File: src/hdl/prf_pkg.sv
package prf_pkg;

    // Bus and layout
    localparam int          PRF_DATA_W     = 32;
    localparam int          PRF_NUM_UNITS  = 2;
    localparam int          PRF_NUM_CH     = 4;
    localparam int          PRF_WIN_BITS   = 14;
    localparam int          PRF_IC_BITS    = 12;
    localparam int          PRF_CFG_W      = 8;
    localparam int          PRF_BITS_W     = 8;
    localparam int          PRF_FUNC_W     = 6;
    localparam int          PRF_CNT_W      = 16;

    // Window pages: base address shifted right by the window size
    localparam logic [PRF_NUM_UNITS-1:0][17:0] PRF_UNIT_PAGE =
        {18'h3FFF1, 18'h3FFF0};
    localparam logic [19:0] PRF_IC_PAGE    = 20'hFFFFF;

    // Byte offsets inside a unit window
    localparam logic [13:0] PRF_OFF_CMD    = 14'h0000;
    localparam logic [13:0] PRF_OFF_CFG    = 14'h0004;
    localparam logic [13:0] PRF_OFF_FEN    = 14'h0008;
    localparam logic [13:0] PRF_OFF_FDIS   = 14'h000C;
    localparam logic [13:0] PRF_OFF_FSTAT  = 14'h0010;
    localparam logic [13:0] PRF_OFF_STAT   = 14'h0014;
    localparam logic [13:0] PRF_OFF_IEN    = 14'h0018;
    localparam logic [13:0] PRF_OFF_IDIS   = 14'h001C;
    localparam logic [13:0] PRF_OFF_IMASK  = 14'h0020;
    localparam logic [13:0] PRF_OFF_RXPTR  = 14'h0030;
    localparam logic [13:0] PRF_OFF_RXCNT  = 14'h0034;
    localparam logic [13:0] PRF_OFF_TXPTR  = 14'h0038;
    localparam logic [13:0] PRF_OFF_TXCNT  = 14'h003C;

    // Status field positions
    localparam int          PRF_STAT_RX_END = 0;
    localparam int          PRF_STAT_TX_END = 1;
    localparam int          PRF_STAT_FUNC   = 2;

    // Reset values
    localparam logic [7:0]  PRF_CFG_RST    = 8'h00;
    localparam logic [7:0]  PRF_BITS_RST   = 8'h00;
    localparam logic [31:0] PRF_PTR_RST    = 32'h0000_0000;
    localparam logic [15:0] PRF_CNT_RST    = 16'h0000;
    localparam logic [31:0] PRF_RD_RST     = 32'h0000_0000;

    // Transfer size codes
    localparam logic [1:0]  PRF_SZ_BYTE    = 2'h0;
    localparam logic [1:0]  PRF_SZ_HALF    = 2'h1;

    typedef struct packed {
        logic        done;
        logic [1:0]  size;
    } prf_chan_req_t;

    typedef struct packed {
        logic        active;
        logic [31:0] addr;
    } prf_chan_out_t;

    function automatic logic [31:0] prf_step(input logic [1:0] sz);
        case (sz)
            PRF_SZ_BYTE: prf_step = 32'h0000_0001;
            PRF_SZ_HALF: prf_step = 32'h0000_0002;
            default:     prf_step = 32'h0000_0004;
        endcase
    endfunction : prf_step

endpackage : prf_pkg

File: src/hdl/prf_frame.sv
`timescale 1ns/1ns
module prf_frame (
    input  wire logic                    core_clk,
    input  wire logic                    sys_rst,
    input  wire logic                    psel,
    input  wire logic                    penable,
    input  wire logic                    pwrite,
    input  wire logic [31:0]             paddr,
    input  wire logic [31:0]             pwdata,
    output logic      [31:0]             prdata,
    output logic                         pready,
    output logic                         pslverr,
    output logic                         ic_win_sel,
    output logic      [1:0][7:0]         cfg_out,
    output logic      [1:0][7:0]         func_enable,
    output logic      [1:0][7:0]         cmd_pulse,
    input  wire logic [1:0][5:0]         func_status,
    output logic      [1:0]              irq,
    input  wire prf_pkg::prf_chan_req_t  chan_req [4],
    output prf_pkg::prf_chan_out_t       chan_out [4]
);
    import prf_pkg::*;

    // Bus phase decode
    logic        setup_ph;
    logic        wr_ph;
    logic [13:0] off;
    logic [1:0]  unit_hit;

    assign setup_ph = psel & ~penable;
    assign wr_ph    = psel & penable & pwrite;
    assign off      = {paddr[13:2], 2'b00};

    assign ic_win_sel = psel & (paddr[31:PRF_IC_BITS] == PRF_IC_PAGE);

    // Zero-wait slave; internal peripherals never abort
    assign pready  = 1'b1;
    assign pslverr = 1'b0;

    logic [31:0] ptr [PRF_NUM_CH];
    logic [15:0] cnt [PRF_NUM_CH];
    logic [31:0] unit_rd [PRF_NUM_UNITS];

    genvar u;
    generate
        for (u = 0; u < PRF_NUM_UNITS; u++) begin : g_unit
            logic       hit;
            logic       wr_cmd;
            logic       wr_cfg;
            logic       wr_fen;
            logic       wr_fdis;
            logic       wr_ien;
            logic       wr_idis;
            logic [7:0] wbits;
            logic [7:0] cfg;
            logic [7:0] fen;
            logic [7:0] mask;
            logic [7:0] stat;
            logic [7:0] next_fen;
            logic [7:0] next_mask;
            logic       next_irq;

            assign hit = paddr[31:PRF_WIN_BITS] == PRF_UNIT_PAGE[u];
            assign unit_hit[u] = hit;

            assign wbits = pwdata[7:0];

            assign wr_cmd  = wr_ph & hit & (off == PRF_OFF_CMD);
            assign wr_cfg  = wr_ph & hit & (off == PRF_OFF_CFG);
            assign wr_fen  = wr_ph & hit & (off == PRF_OFF_FEN);
            assign wr_fdis = wr_ph & hit & (off == PRF_OFF_FDIS);
            assign wr_ien  = wr_ph & hit & (off == PRF_OFF_IEN);
            assign wr_idis = wr_ph & hit & (off == PRF_OFF_IDIS);

            assign stat = {func_status[u],
                           ~chan_out[2*u+1].active,
                           ~chan_out[2*u].active};

            assign next_fen = wr_fen  ? (fen | wbits)
                            : wr_fdis ? (fen & ~wbits) : fen;
            assign next_mask = wr_ien  ? (mask | wbits)
                             : wr_idis ? (mask & ~wbits) : mask;
            assign next_irq = |(stat & mask);

            always_ff @(posedge core_clk or posedge sys_rst) begin
                if (sys_rst) begin
                    cfg          <= PRF_CFG_RST;
                    fen          <= PRF_BITS_RST;
                    mask         <= PRF_BITS_RST;
                    cmd_pulse[u] <= PRF_BITS_RST;
                    irq[u]       <= 1'b0;
                end else begin
                    if (wr_cfg) begin
                        cfg <= wbits;
                    end
                    fen    <= next_fen;
                    mask   <= next_mask;
                    irq[u] <= next_irq;
                    cmd_pulse[u] <= wr_cmd ? wbits : PRF_BITS_RST;
                end
            end

            assign cfg_out[u]     = cfg;
            assign func_enable[u] = fen;

            // Read mux; command and set/clear regs read zero
            // unused bits read zero
            assign unit_rd[u] =
                (off == PRF_OFF_CFG)   ? {24'h000000, cfg}  :
                (off == PRF_OFF_FSTAT) ? {24'h000000, fen}  :
                (off == PRF_OFF_STAT)  ? {24'h000000, stat} :
                (off == PRF_OFF_IMASK) ? {24'h000000, mask} :
                (off == PRF_OFF_RXPTR) ? ptr[2*u]           :
                (off == PRF_OFF_RXCNT) ? {16'h0000, cnt[2*u]} :
                (off == PRF_OFF_TXPTR) ? ptr[2*u+1]         :
                (off == PRF_OFF_TXCNT) ? {16'h0000, cnt[2*u+1]} :
                32'h0000_0000;
        end
    endgenerate

    // even channel rx, odd tx of unit c/2
    genvar c;
    generate
        for (c = 0; c < PRF_NUM_CH; c++) begin : g_chan
            localparam int          UN  = c / 2;
            localparam logic [13:0] PO  = (c % 2 == 0) ? PRF_OFF_RXPTR
                                                       : PRF_OFF_TXPTR;
            localparam logic [13:0] CO  = (c % 2 == 0) ? PRF_OFF_RXCNT
                                                       : PRF_OFF_TXCNT;
            logic        wr_ptr;
            logic        wr_cnt;
            logic        adv;
            logic [31:0] next_ptr;
            logic [15:0] next_cnt;

            assign wr_ptr = wr_ph & unit_hit[UN] & (off == PO);
            assign wr_cnt = wr_ph & unit_hit[UN] & (off == CO);
            // Done ignored once count is zero
            assign adv    = chan_req[c].done & (cnt[c] != PRF_CNT_RST);

            // advance pointer, decrement count
            // Software write wins so a reprogram is never lost
            assign next_ptr = wr_ptr ? pwdata
                            : adv ? ptr[c] + prf_step(chan_req[c].size)
                            : ptr[c];
            assign next_cnt = wr_cnt ? pwdata[15:0]
                            : adv ? cnt[c] - 16'h0001
                            : cnt[c];

            always_ff @(posedge core_clk or posedge sys_rst) begin
                if (sys_rst) begin
                    ptr[c] <= PRF_PTR_RST;
                    cnt[c] <= PRF_CNT_RST;
                end else begin
                    ptr[c] <= next_ptr;
                    cnt[c] <= next_cnt;
                end
            end

            assign chan_out[c].active = cnt[c] != PRF_CNT_RST;
            assign chan_out[c].addr   = ptr[c];
        end
    endgenerate

    // Read data captured in setup, valid in access phase
    logic [31:0] next_rd;

    assign next_rd = !setup_ph    ? prdata
                   : unit_hit[0]  ? unit_rd[0]
                   : unit_hit[1]  ? unit_rd[1]
                   : PRF_RD_RST;

    always_ff @(posedge core_clk or posedge sys_rst) begin
        if (sys_rst) begin
            prdata <= PRF_RD_RST;
        end else begin
            prdata <= next_rd;
        end
    end

endmodule : prf_frame

File: config.mk
export PLATFORM = sky130hd
export DESIGN_NAME = prf_frame
export DESIGN_NICKNAME = d
export VERILOG_FILES = /design/src/hdl/prf_pkg.sv /design/src/hdl/prf_frame.sv
export SDC_FILE = /design/constraint.sdc
export NUM_CORES = 1
export LEC_CHECK = 0
export ABC_AREA = 1
export BUFFER_PORTS_ARGS = -buffer_cell sky130_fd_sc_hd__buf_2
export CAP_MARGIN = 20
export CORE_ASPECT_RATIO = 1.4
export CORE_MARGIN = 2
export CORE_UTILIZATION = 48
export DETAILED_ROUTE_END_ITERATION = 16
export PLACE_DENSITY = 0.82
export SLEW_MARGIN = 40
export SYNTH_ARGS = -nofsm -noshare
export SYNTH_HDL_FRONTEND = slang
export SYNTH_SLANG_ARGS = --single-unit
File: constraint.sdc
create_clock -name core_clk -period 14.94 [get_ports core_clk]
set_clock_uncertainty 0.05 [all_clocks]
set_input_delay 0.747 -clock core_clk [delete_from_list [all_inputs] [get_ports core_clk]]
set_output_delay 0.747 -clock core_clk [all_outputs]
set_load 0.05 [all_outputs]
======== Word-level counts from Yosys, hierarchy flattened ========
Index checks and enable logic that the tools add are counted.
storage, ports and cells
  register bits after elaboration ......... 290
  input bits .............................. 93
  output and inout bits ................... 217
operators by class
  add/subtract/negate cells ............... 8
  eq/ne operators ......................... 19
  mux-type cells .......................... 48
  bitwise operators ....................... 46
  reduce and logical (&&, ||, !) cells .... 23
operators with widths
  operator               number
  $mux 32                24
  $mux 16                10
  $add 32x32->32         4
  $mux 8                 10
  $reduce_bool 16->1     4
  $sub 16x1->16 const B  4
  $eq 12x4->1 const B    5
  $and 8x8->8            6
  $eq 12x3->1 const B    4
  $eq 18x18->1 const B   2
  $or 8x8->8             4
  $and 1x1->1            30
  $eq 12x2->1 const B    2
  $pmux 3 s2             4
  $reduce_bool 2->1      12
  $eq 20x20->1 const B   1
  $reduce_or 8->1        2
  $logic_not 14->1       1
  $eq 12x1->1 const B    1
  $eq 2x1->1 const B     4
  $logic_not 2->1        4
  $not 8->8              1
  $not 1->1              5

======== Longest topological paths before layout ========
Gate-level depths: netlist of the first run.
  word-level depth ........................ 11
  gate-level depth with buffers ........... 15
  mapped depth without buffers ............ 15

======== Least setup slack after synthesis of the first run ========
No wires, ideal clock.
  kind .................................... input to output
  start ................................... input paddr[25]
  end ..................................... output ic_win_sel
  arrival ................................. 2.578 ns
  required time ........................... 14.143 ns
  setup slack ............................. 11.565 ns
  stages .................................. 4
  buffers on the path ..................... 0
  path through ............................ nand2_1 > nor2_1 > nand3_2 > nor4_1
on the way
  cells in the longest elaborated chain, start to end .. 2
ends and longest elaborated chain
  element       line             text
  from (decl)   prf_frame.sv:8   input wire logic [31:0] paddr,
  $eq 20x20->1  prf_frame.sv:34  assign ic_win_sel = psel & (paddr[31:PRF_IC_BITS] == PRF_IC_PAGE);
  $and 1x1->1   prf_frame.sv:34
  to (decl)     prf_frame.sv:13  output logic ic_win_sel,
No other way between the ends.

======== Worst setup path in the final report of the first run ========
  start ................................... input paddr[7]
  end ..................................... register ptr (netlist bit chan_out[38])
on the way
  cells in the longest elaborated chain, start to end .. 3
ends and longest elaborated chain
  element                                       line              text
  $eq 12x4->1 (*)                               prf_frame.sv:136  assign wr_ptr = wr_ph & unit_hit[UN] & (off == PO);
  $and 1x1->1 (*)                               prf_frame.sv:136
  $mux 32 or $reduce_bool 2->1 (tied branches)  -
  to (signal, indexed assignment)               prf_frame.sv:155  ptr[c] <= next_ptr;
  to (decl)                                     prf_frame.sv:40   logic [31:0] ptr [PRF_NUM_CH];
Every way passes the cells marked *; elsewhere a longest branch is shown, timed or not.
A chain may end at the register's enable or synchronous reset.

==> results of run 1 <==
## report_power, final
part | internal, mW | switching (mW) | leakage [nW]
Clock | 0.464 | 0.359 | 0.508
Sequential | 0.916 | 0.205 | 3.80
Combinational | 0.254 | 0.692 | 6.38
## per-layer routing
| metal | part of all wire (%) | up-vias | routed length, microns | GRT usage [%] |
|---|---|---|---|---|
| met5 | 0.0098 | - | 8 | 0 |
| met4 | 10 | 2 | 8510 | 32.8 |
| met3 | 8.8 | 372 | 7190 | 6.34 |
| met2 | 45 | 1297 | 36900 | 61.9 |
| met1 | 35 | 9884 | 28800 | 46.1 |
| li1 | - | 9343 | - | - |
## metrics by stage
| stage | setup slack [ns] | cells |
|---|---|---|
| global placement | 10.32 | 3391 |
| finish | 11.23 | 3450 |
| global route | 10.96 | 3450 |
| detailed placement | 10.55 | 3392 |
| floorplan | 6.14 | 2631 |
| CTS | 11.16 | 3448 |
## kinds of logic (layout without fill, tap and decap cells)
| group | count (synthesis) | count (layout) |
|---|---|---|
| buffers and inverters | 435 | 724 |
| AOI/OAI and AO/OA | 528 | 528 |
| other | 2 | 4 |
| and+or+nand+nor | 1240 | 1240 |
| adders and majority gates | 20 | 20 |
| xor gates and xnor gates | 116 | 116 |
| DFF | 290 | 290 |
## cell usage in the layout (no fill, tap or decap), types with 4 or more instances in the layout
| cell | n |
|---|---|
| inv_1 | 321 |
| nor4_1 | 25 |
| buf_4 | 9 |
| clkinvlp_4 | 4 |
| nor2_2 | 8 |
| ha_1 | 16 |
| or2_2 | 8 |
| bufinv_16 | 4 |
| nor3_1 | 71 |
| a21oi_1 | 104 |
| nand4_1 | 57 |
| inv_2 | 21 |
| nand2_1 | 588 |
| nand2_2 | 17 |
| nand3_1 | 164 |
| nor3_4 | 4 |
| xnor2_1 | 13 |
| o22ai_1 | 51 |
| clkinv_2 | 8 |
| fa_1 | 4 |
| dfrtp_1 | 290 |
| o21ai_0 | 205 |
| o21bai_1 | 4 |
| xor2_1 | 103 |
| o21ai_1 | 12 |
| buf_2 | 305 |
| a22o_1 | 14 |
| clkbuf_16 | 31 |
| nor2_4 | 4 |
| a31oi_1 | 4 |
| nor2_1 | 276 |
| o211ai_1 | 32 |
| o221ai_1 | 92 |
| clkinv_1 | 7 |
## synthesized netlist by cell type (16+ instances only)
| cell | number |
|---|---|
| nand2_1 | 593 |
| inv_1 | 329 |
| dfrtp_1 | 290 |
| nor2_1 | 277 |
| o21ai_0 | 205 |
| nand3_1 | 164 |
| a21oi_1 | 104 |
| xor2_1 | 103 |
| o221ai_1 | 92 |
| nor3_1 | 71 |
| nand4_1 | 57 |
| clkbuf_1 | 55 |
| o22ai_1 | 51 |
| o211ai_1 | 32 |
| nor4_1 | 25 |
| buf_2 | 18 |
| inv_2 | 17 |
| ha_1 | 16 |
## worst reg2reg max path, stage by stage (launching register included)
cell	delay, ns
dfrtp_1	0.41
inv_1	0.09
ha_1	0.18
nand3_1	0.17
nor3_2	0.37
nand3_2	0.24
nand2_1	0.45
nand2_2	0.43
inv_1	0.56
nand2_1	0.10
o211ai_1	0.12
## worst paths after layout
path,start,endpoint,cells past startpoint,slack (ns)
min in group core_clk,pwdata[28],chan_out[94]$_DFFE_PP0P_,3,0.35
worst max-delay path,paddr[7],chan_out[38]$_DFFE_PP0P_,11,11.23
worst min register to register,prdata[27]$_DFFE_PP0P_,prdata[27]$_DFFE_PP0P_,2,0.43
worst max register to register,cnt[0]$_DFFE_PP0P_,chan_out[31]$_DFFE_PP0P_,10,11.68
worst min-delay path,sys_rst,chan_out[84]$_DFFE_PP0P_,2,0.18
max in group asynchronous,sys_rst,cmd_pulse[10]$_DFF_PP0_,4,12.78
## final cells by class
class	instances	area, sq um
Timing Repair Buffer	317	1630
Clock buffer	37	828
Inverter	351	1330
Clock inverter	19	216
Fill cell	3778	17200
Antenna cell	2	5.00
Multi-Input combinational cell	1906	9960
Sequential cell	290	7260
Tap cell	528	661
==> results.tsv, run 1 <==
stage	metric	value	unit
status	status	finished clean	
critical_path	critPathCaptureType	flop	
sta	drv_slew	0	
cts	clock_latency	0.60	ns
synth	synth_area	18900	sq um
pwr	power	2.89	mW
place	gp_congestion	1.02	
synth	yosys.area_share.xor_xnor	5.37	%
cts	cts_buffers	30	
cts	cts.clk_slew.worst_paths	0.07	ns
drt	num_vias	20900	
critical_path	crit_required	15.35	ns
synth	synth_top_area_share	38.4	%
cts	hold_buffers	0	
synth	yosys.area.top_type	dfrtp_1	
synth	synth.distinct_cells	49	
synth	synth_top_family_by_area	simple AND/OR/NAND/NOR gates	
finish	area.growth.synth_to_final	15.8	%
pwr	peakVddDrop	0.0857	mV
critical_path	start_kind	input pin	
global_route	grt_pass1_wl	119000	microns
sta	finalHoldViolations	0	
floorplan	die_w	172	microns
sta	setup_tns	0	ns
place	dp_hpwl	61600	microns
critical_path	worstPathArrival	4.12	ns
drt	first_pass_iters	6	
synth	yosys_warnings	0	
floorplan	die_y	239	microns
floorplan	io_pins	310	
finish	nets	3009	
finish	fin_area	21900	sq um
cts	cts.sinks	290	
synth	synthCells	2631	
floorplan	die_area	41000	sq um
drt	drt_iter0_drc	2430	
global_route	overflow	0	
synth	yosys_most_used_dff	dfrtp_1	
synth	synth_area_leaders	dfrtp_1, nand2_1, inv_1, nor2_1, o21ai_0	
drt	drc	0	
global_route	grt_max_degree	88	
cts	cts.htree.levels	1	
cts	cts_tree	built	
critical_path	path_cells	buf_2 > nor2_1 > nand3_1 > nor2_2 > nand2_2 > inv_2 > nand2_2 > nand2_4 > inv_2 > nand2_1 > o221ai_1	
drt	viasPerCell	6.06	
synth	syn_area_per_cell	7.18	sq um
global_route	grt_pass1_vias	19600	
critical_path	path_buf_inv	3	
drt	wl_per_cell	23.6	microns
sta	max_freq	270	MHz
cts	clk_path_buf_depth	3	
sta	rsz0062_at_grt	false	
drt	ant_nets	0	
pwr	power_density	132	nW/um^2
floorplan	rows	86	
sta	fin_crit_sh	24.8	%
sta	worst_hold_slack	0.176	ns
cts	ctsResizeCount	0	
global_route	antenna_found_initial	3	
pwr	p_leak	10.7	nW
cts	cts_setup_buffers	0	
place	place_area	20800	sq um
critical_path	worst-path-max-fanout	28	
sta	finalSetupViolCount	0	
floorplan	initial_core_util	48.4	%
critical_path	crit_type	input pin to flop	
synth	yosys.area_share.simple	28.5	%
synth	syn-num-nets	2744	
place	portBuffers	305	
drt	wl	81400	microns
sta	slew_headroom	41.9	%
synth	synth_mux_area_share	0	%
critical_path	cp_slowest_cell	inv_2	
synth	synth-async-reset-ratio	100	%
synth	synth-seq-cells	290	
global_route	grt_use_total	39.1	%
sta	finalCriticalPeriod	3.71	ns
run	max-cap-violations	0	
hold_path	hold_class	input pin to async pin	
synth	synth_edf_count	0	
floorplan	core-area	39100	sq um
synth	synth_fa_ha_area_share	1.48	%
synth	synth_compound_area_share	17.1	%
sta	worst_pin_slew	0.870	ns
finish	layout-drive-gt1-share	15.3	%
synth	yosysSeqAreaShare	38.4	%
critical_path	crit_family	simple AND/OR/NAND/NOR gates	
finish	utilization	56.0	%
critical_path	cp_slowest_stage_delay	0.66	ns
cts	cts_root_buf	clkbuf_16	
(Power assumes the default switching activity.)
==> inputs of run 2 (changes only) <==
Settings changed: ABC_AREA 1 to 0, PLACE_DENSITY 0.82 to 0.85.
Clock period 14.94 ns to 3.3 ns, I/O delays scaled along.
==> results.tsv, run 2 <==
stage	metric	value	unit	change
floorplan	die_w	165	microns	was 172 microns
critical_path	cp_slowest_stage_delay	0.56	ns	was 0.66 ns
finish	nets	2422		was 3009
sta	finalHoldViolations	0		unchanged
pwr	peakVddDrop	0.401	mV	was 0.0857 mV
cts	ctsResizeCount	0		unchanged
place	gp_congestion	1.03		was 1.02
critical_path	worst-path-max-fanout	9		was 28
finish	utilization	58.1	%	was 56.0%
critical_path	cpMostUsedCell	inv_1		
floorplan	die_area	38100	sq um	was 41000 sq um
finish	n_antenna_cell	0		was 2
drt	num_vias	17800		was 20900
floorplan	rows	82		was 86
place	portBuffers	305		unchanged
critical_path	reg2regPathDepth	10		unchanged
cts	cts.htree.levels	1		unchanged
critical_path	cp_slowest_cell	or3b_2		was inv_2
critical_path	start_kind	flop		was input pin
sta	max_freq	354	MHz	
drt	first_pass_iters	6		unchanged
cts	clk_path_buf_depth	3		unchanged
synth	synth_edf_count	0		unchanged
sta	rsz0062_at_grt	false		unchanged
drt	wl	66700	microns	was 81400 microns
cts	cts_buffers	30		unchanged
cts	cts.clk_slew.worst_paths	0.06	ns	was 0.07 ns
global_route	overflow	0		unchanged
hold_path	hold_class	input pin to flop		was input pin to async pin
place	dp_hpwl	47900	microns	was 61600 microns
floorplan	initial_core_util	48.8	%	was 48.4%
synth	yosysSeqAreaShare	41.4	%	was 38.4%
finish	area.growth.synth_to_final	19.1	%	was 15.8%
cts	cts_tree	built		unchanged
critical_path	crit_start	cnt[0]$_DFFE_PP0P_		was paddr[7]
critical_path	path_cells	inv_1 > ha_1 > nor3b_1 > and4_1 > inv_1 > buf_4 > nand3_1 > or3b_2 > xor2_1 > a21oi_1		was buf_2 > nor2_1 > nand3_1 > nor2_2 > nand2_2 > inv_2 > nand2_2 > nand2_4 > inv_2 > nand2_1 > o221ai_1
floorplan	core-area	35900	sq um	was 39100 sq um
pwr	p_leak	9.37	nW	was 10.7 nW
synth	synth.distinct_cells	73		was 49
synth	yosys.area.top_type	dfrtp_1		unchanged
synth	synth_area_leaders	dfrtp_1, xnor2_1, a21oi_1, nor2_1, mux2i_1		was dfrtp_1, nand2_1, inv_1, nor2_1, o21ai_0
finish	layout-drive-gt1-share	20.0	%	was 15.3%
synth	synth-async-reset-ratio	100	%	unchanged
global_route	grt_pass1_vias	17400		was 19600
critical_path	worstPathArrival	3.22	ns	was 4.12 ns
synth	yosysMostFrequentCell	dfrtp_1		was nand2_1
cts	cts_root_buf	clkbuf_16		unchanged
finish	layout_commonest_cell	buf_2		was nand2_1
cts	cts.sinks	290		unchanged
cts	cts_setup_buffers	0		unchanged
synth	syn-num-nets	2132		was 2744
sta	worst_pin_slew	0.760	ns	was 0.870 ns
critical_path	reg2reg_slack	0.48	ns	was 11.68 ns
drt	viasPerCell	6.38		was 6.06
sta	finalSetupViolCount	0		unchanged
floorplan	die_y	230	microns	was 239 microns
synth	synth_top_area_share	41.4	%	was 38.4%
global_route	grt_pass1_wl	101000	microns	was 119000 microns
synth	ys_top_cells_by_count	dfrtp_1, nor2_1, a21oi_1, nand2_1, xnor2_1		was nand2_1, inv_1, dfrtp_1, nor2_1, o21ai_0
hold_path	hold_start	chan_req[2]		
synth	synthCells	2019		was 2631
sta	worst_slack	0.476	ns	was 11.23 ns
synth	syn_area_per_cell	8.68	sq um	was 7.18 sq um
pwr	power_density	462	nW/um^2	was 132 nW/um^2
floorplan	io_pins	310		unchanged
sta	finalCriticalPeriod	2.82	ns	
drt	drc	0		unchanged
global_route	antenna_found_initial	0		was 3
drt	ant_nets	0		unchanged
sta	slew_headroom	48.1	%	was 41.9%
drt	drt_iter0_drc	2167		was 2430
run	max-cap-violations	0		unchanged
critical_path	crit_required	3.70	ns	was 15.35 ns
drt	wl_per_cell	23.9	microns	was 23.6 microns
global_route	grt_max_degree	84		was 88
critical_path	r2r-end	cnt[8]$_DFFE_PP0P_		was chan_out[31]$_DFFE_PP0P_
critical_path	crit_path_end	cnt[8]$_DFFE_PP0P_		was chan_out[38]$_DFFE_PP0P_
synth	yosys_most_used_dff	dfrtp_1		unchanged
critical_path	path_buf_inv	3		unchanged
cts	clock_latency	0.60	ns	about the same
status	status	finished clean		unchanged
synth	synth-seq-cells	290		unchanged
finish	layout.cells.most_common_list	buf_2, dfrtp_1, nor2_1, a21oi_1, nand2_1		was nand2_1, inv_1, buf_2, dfrtp_1, nor2_1
synth	synth_area	17500	sq um	was 18900 sq um
critical_path	reg2reg_from	cnt[0]$_DFFE_PP0P_		unchanged
sta	fin_crit_sh	85.6	%	
sta	drv_slew	0		unchanged
critical_path	path_depth	10		was 11
critical_path	crit_family	simple AND/OR/NAND/NOR gates		unchanged
place	place_ws	0.451	ns	was 10.55 ns
global_route	grt_use_total	34.5	%	was 39.1%
critical_path	crit_type	flop to flop		was input pin to flop
critical_path	critPathCaptureType	flop		unchanged
synth	yosys_warnings	0		unchanged
run 2: cell types whose count changed after synthesis, sizes merged, moves of 50 or more:
cell / previous run / this run
xor2: 103 / 53
nand3: 167 / 95
o21ai: 218 / 50
o221ai: 92 / 4
inv: 347 / 50
mux2i: 0 / 66
xnor2: 13 / 125
a21oi: 104 / 214
nand2: 607 / 146
run 2: worst min path at each step:
stage,to,depth (start not counted)
3_3_place_gp,cmd_pulse[15]$_DFF_PP0_,2
6_report,cnt[3]$_DFFE_PP0P_,4
4_1_cts,cnt[3]$_DFFE_PP0P_,4
5_1_grt,prdata[3]$_DFFE_PP0P_,4
2_1_floorplan,chan_out[16]$_DFFE_PP0P_,1
3_5_place_dp,cmd_pulse[15]$_DFF_PP0_,2
run 2: metrics by stage:
stage	hold slack, ns	power, mW	cell area [sq um]	std cells	TNS, ns
finish	0.0308	9.65	20900	2793	0
global route	0.0522	9.96	20900	2793	0
CTS	0.0124	9.62	20900	2793	0
detailed placement	0.270	6.15	19600	2707	0
global placement	0.258	6.08	19600	2707	0
floorplan	0.246	5.48	17500	2019	-221.03
run 2: cell families after synthesis:
group	Yosys count	share of synthesized area (%)
AOI/OAI and AO/OA	425	14.7
DFF	290	41.4
buffers and inverters	186	4.47
xor gates and xnor gates	178	8.90
and+or+nand+nor	825	23.1
other	2	0.0429
adders and majority gates	20	1.60
muxes	93	5.76
run 2: repair_timing:
action                                 in CTS  in global routing
hold buffers                               32                  0
setup endpoints to repair                   0                  0
endpoints found under the hold margin     161                  0
run 2: worst register-to-register path, cell delays in order (launching register included):
cell	delay, ns
dfrtp_1	0.37
inv_1	0.08
ha_1	0.21
nor3b_1	0.17
and4_1	0.28
inv_1	0.26
buf_4	0.22
nand3_1	0.20
or3b_2	0.56
xor2_1	0.19
a21oi_1	0.10
run 2: area by class of cell:
class | count | area [sq um]
Sequential cell | 290 | 7260
Timing Repair Buffer | 394 | 2360
Inverter | 50 | 191
Fill cell | 3159 | 15000
Clock buffer | 41 | 842
Multi-Input combinational cell | 1543 | 9520
Tap cell | 462 | 578
Clock inverter | 13 | 133
run 2: where the power goes:
part / leakage, nW / internal, mW / switching, mW
clock network: 0.484 / 1.94 / 1.52
registers: 3.92 / 3.82 / 0.469
logic: 4.97 / 0.645 / 1.25
total: 9.37 / 6.41 / 3.24
run 2: metal layers:
layer	vias up	wire length (microns)	global-route usage, %
li1	7784	-	-
met1	8462	22900	39.9
met2	1228	30800	55.8
met3	347	7190	8.39
met4	0	5860	23.6
met5	-	0	0
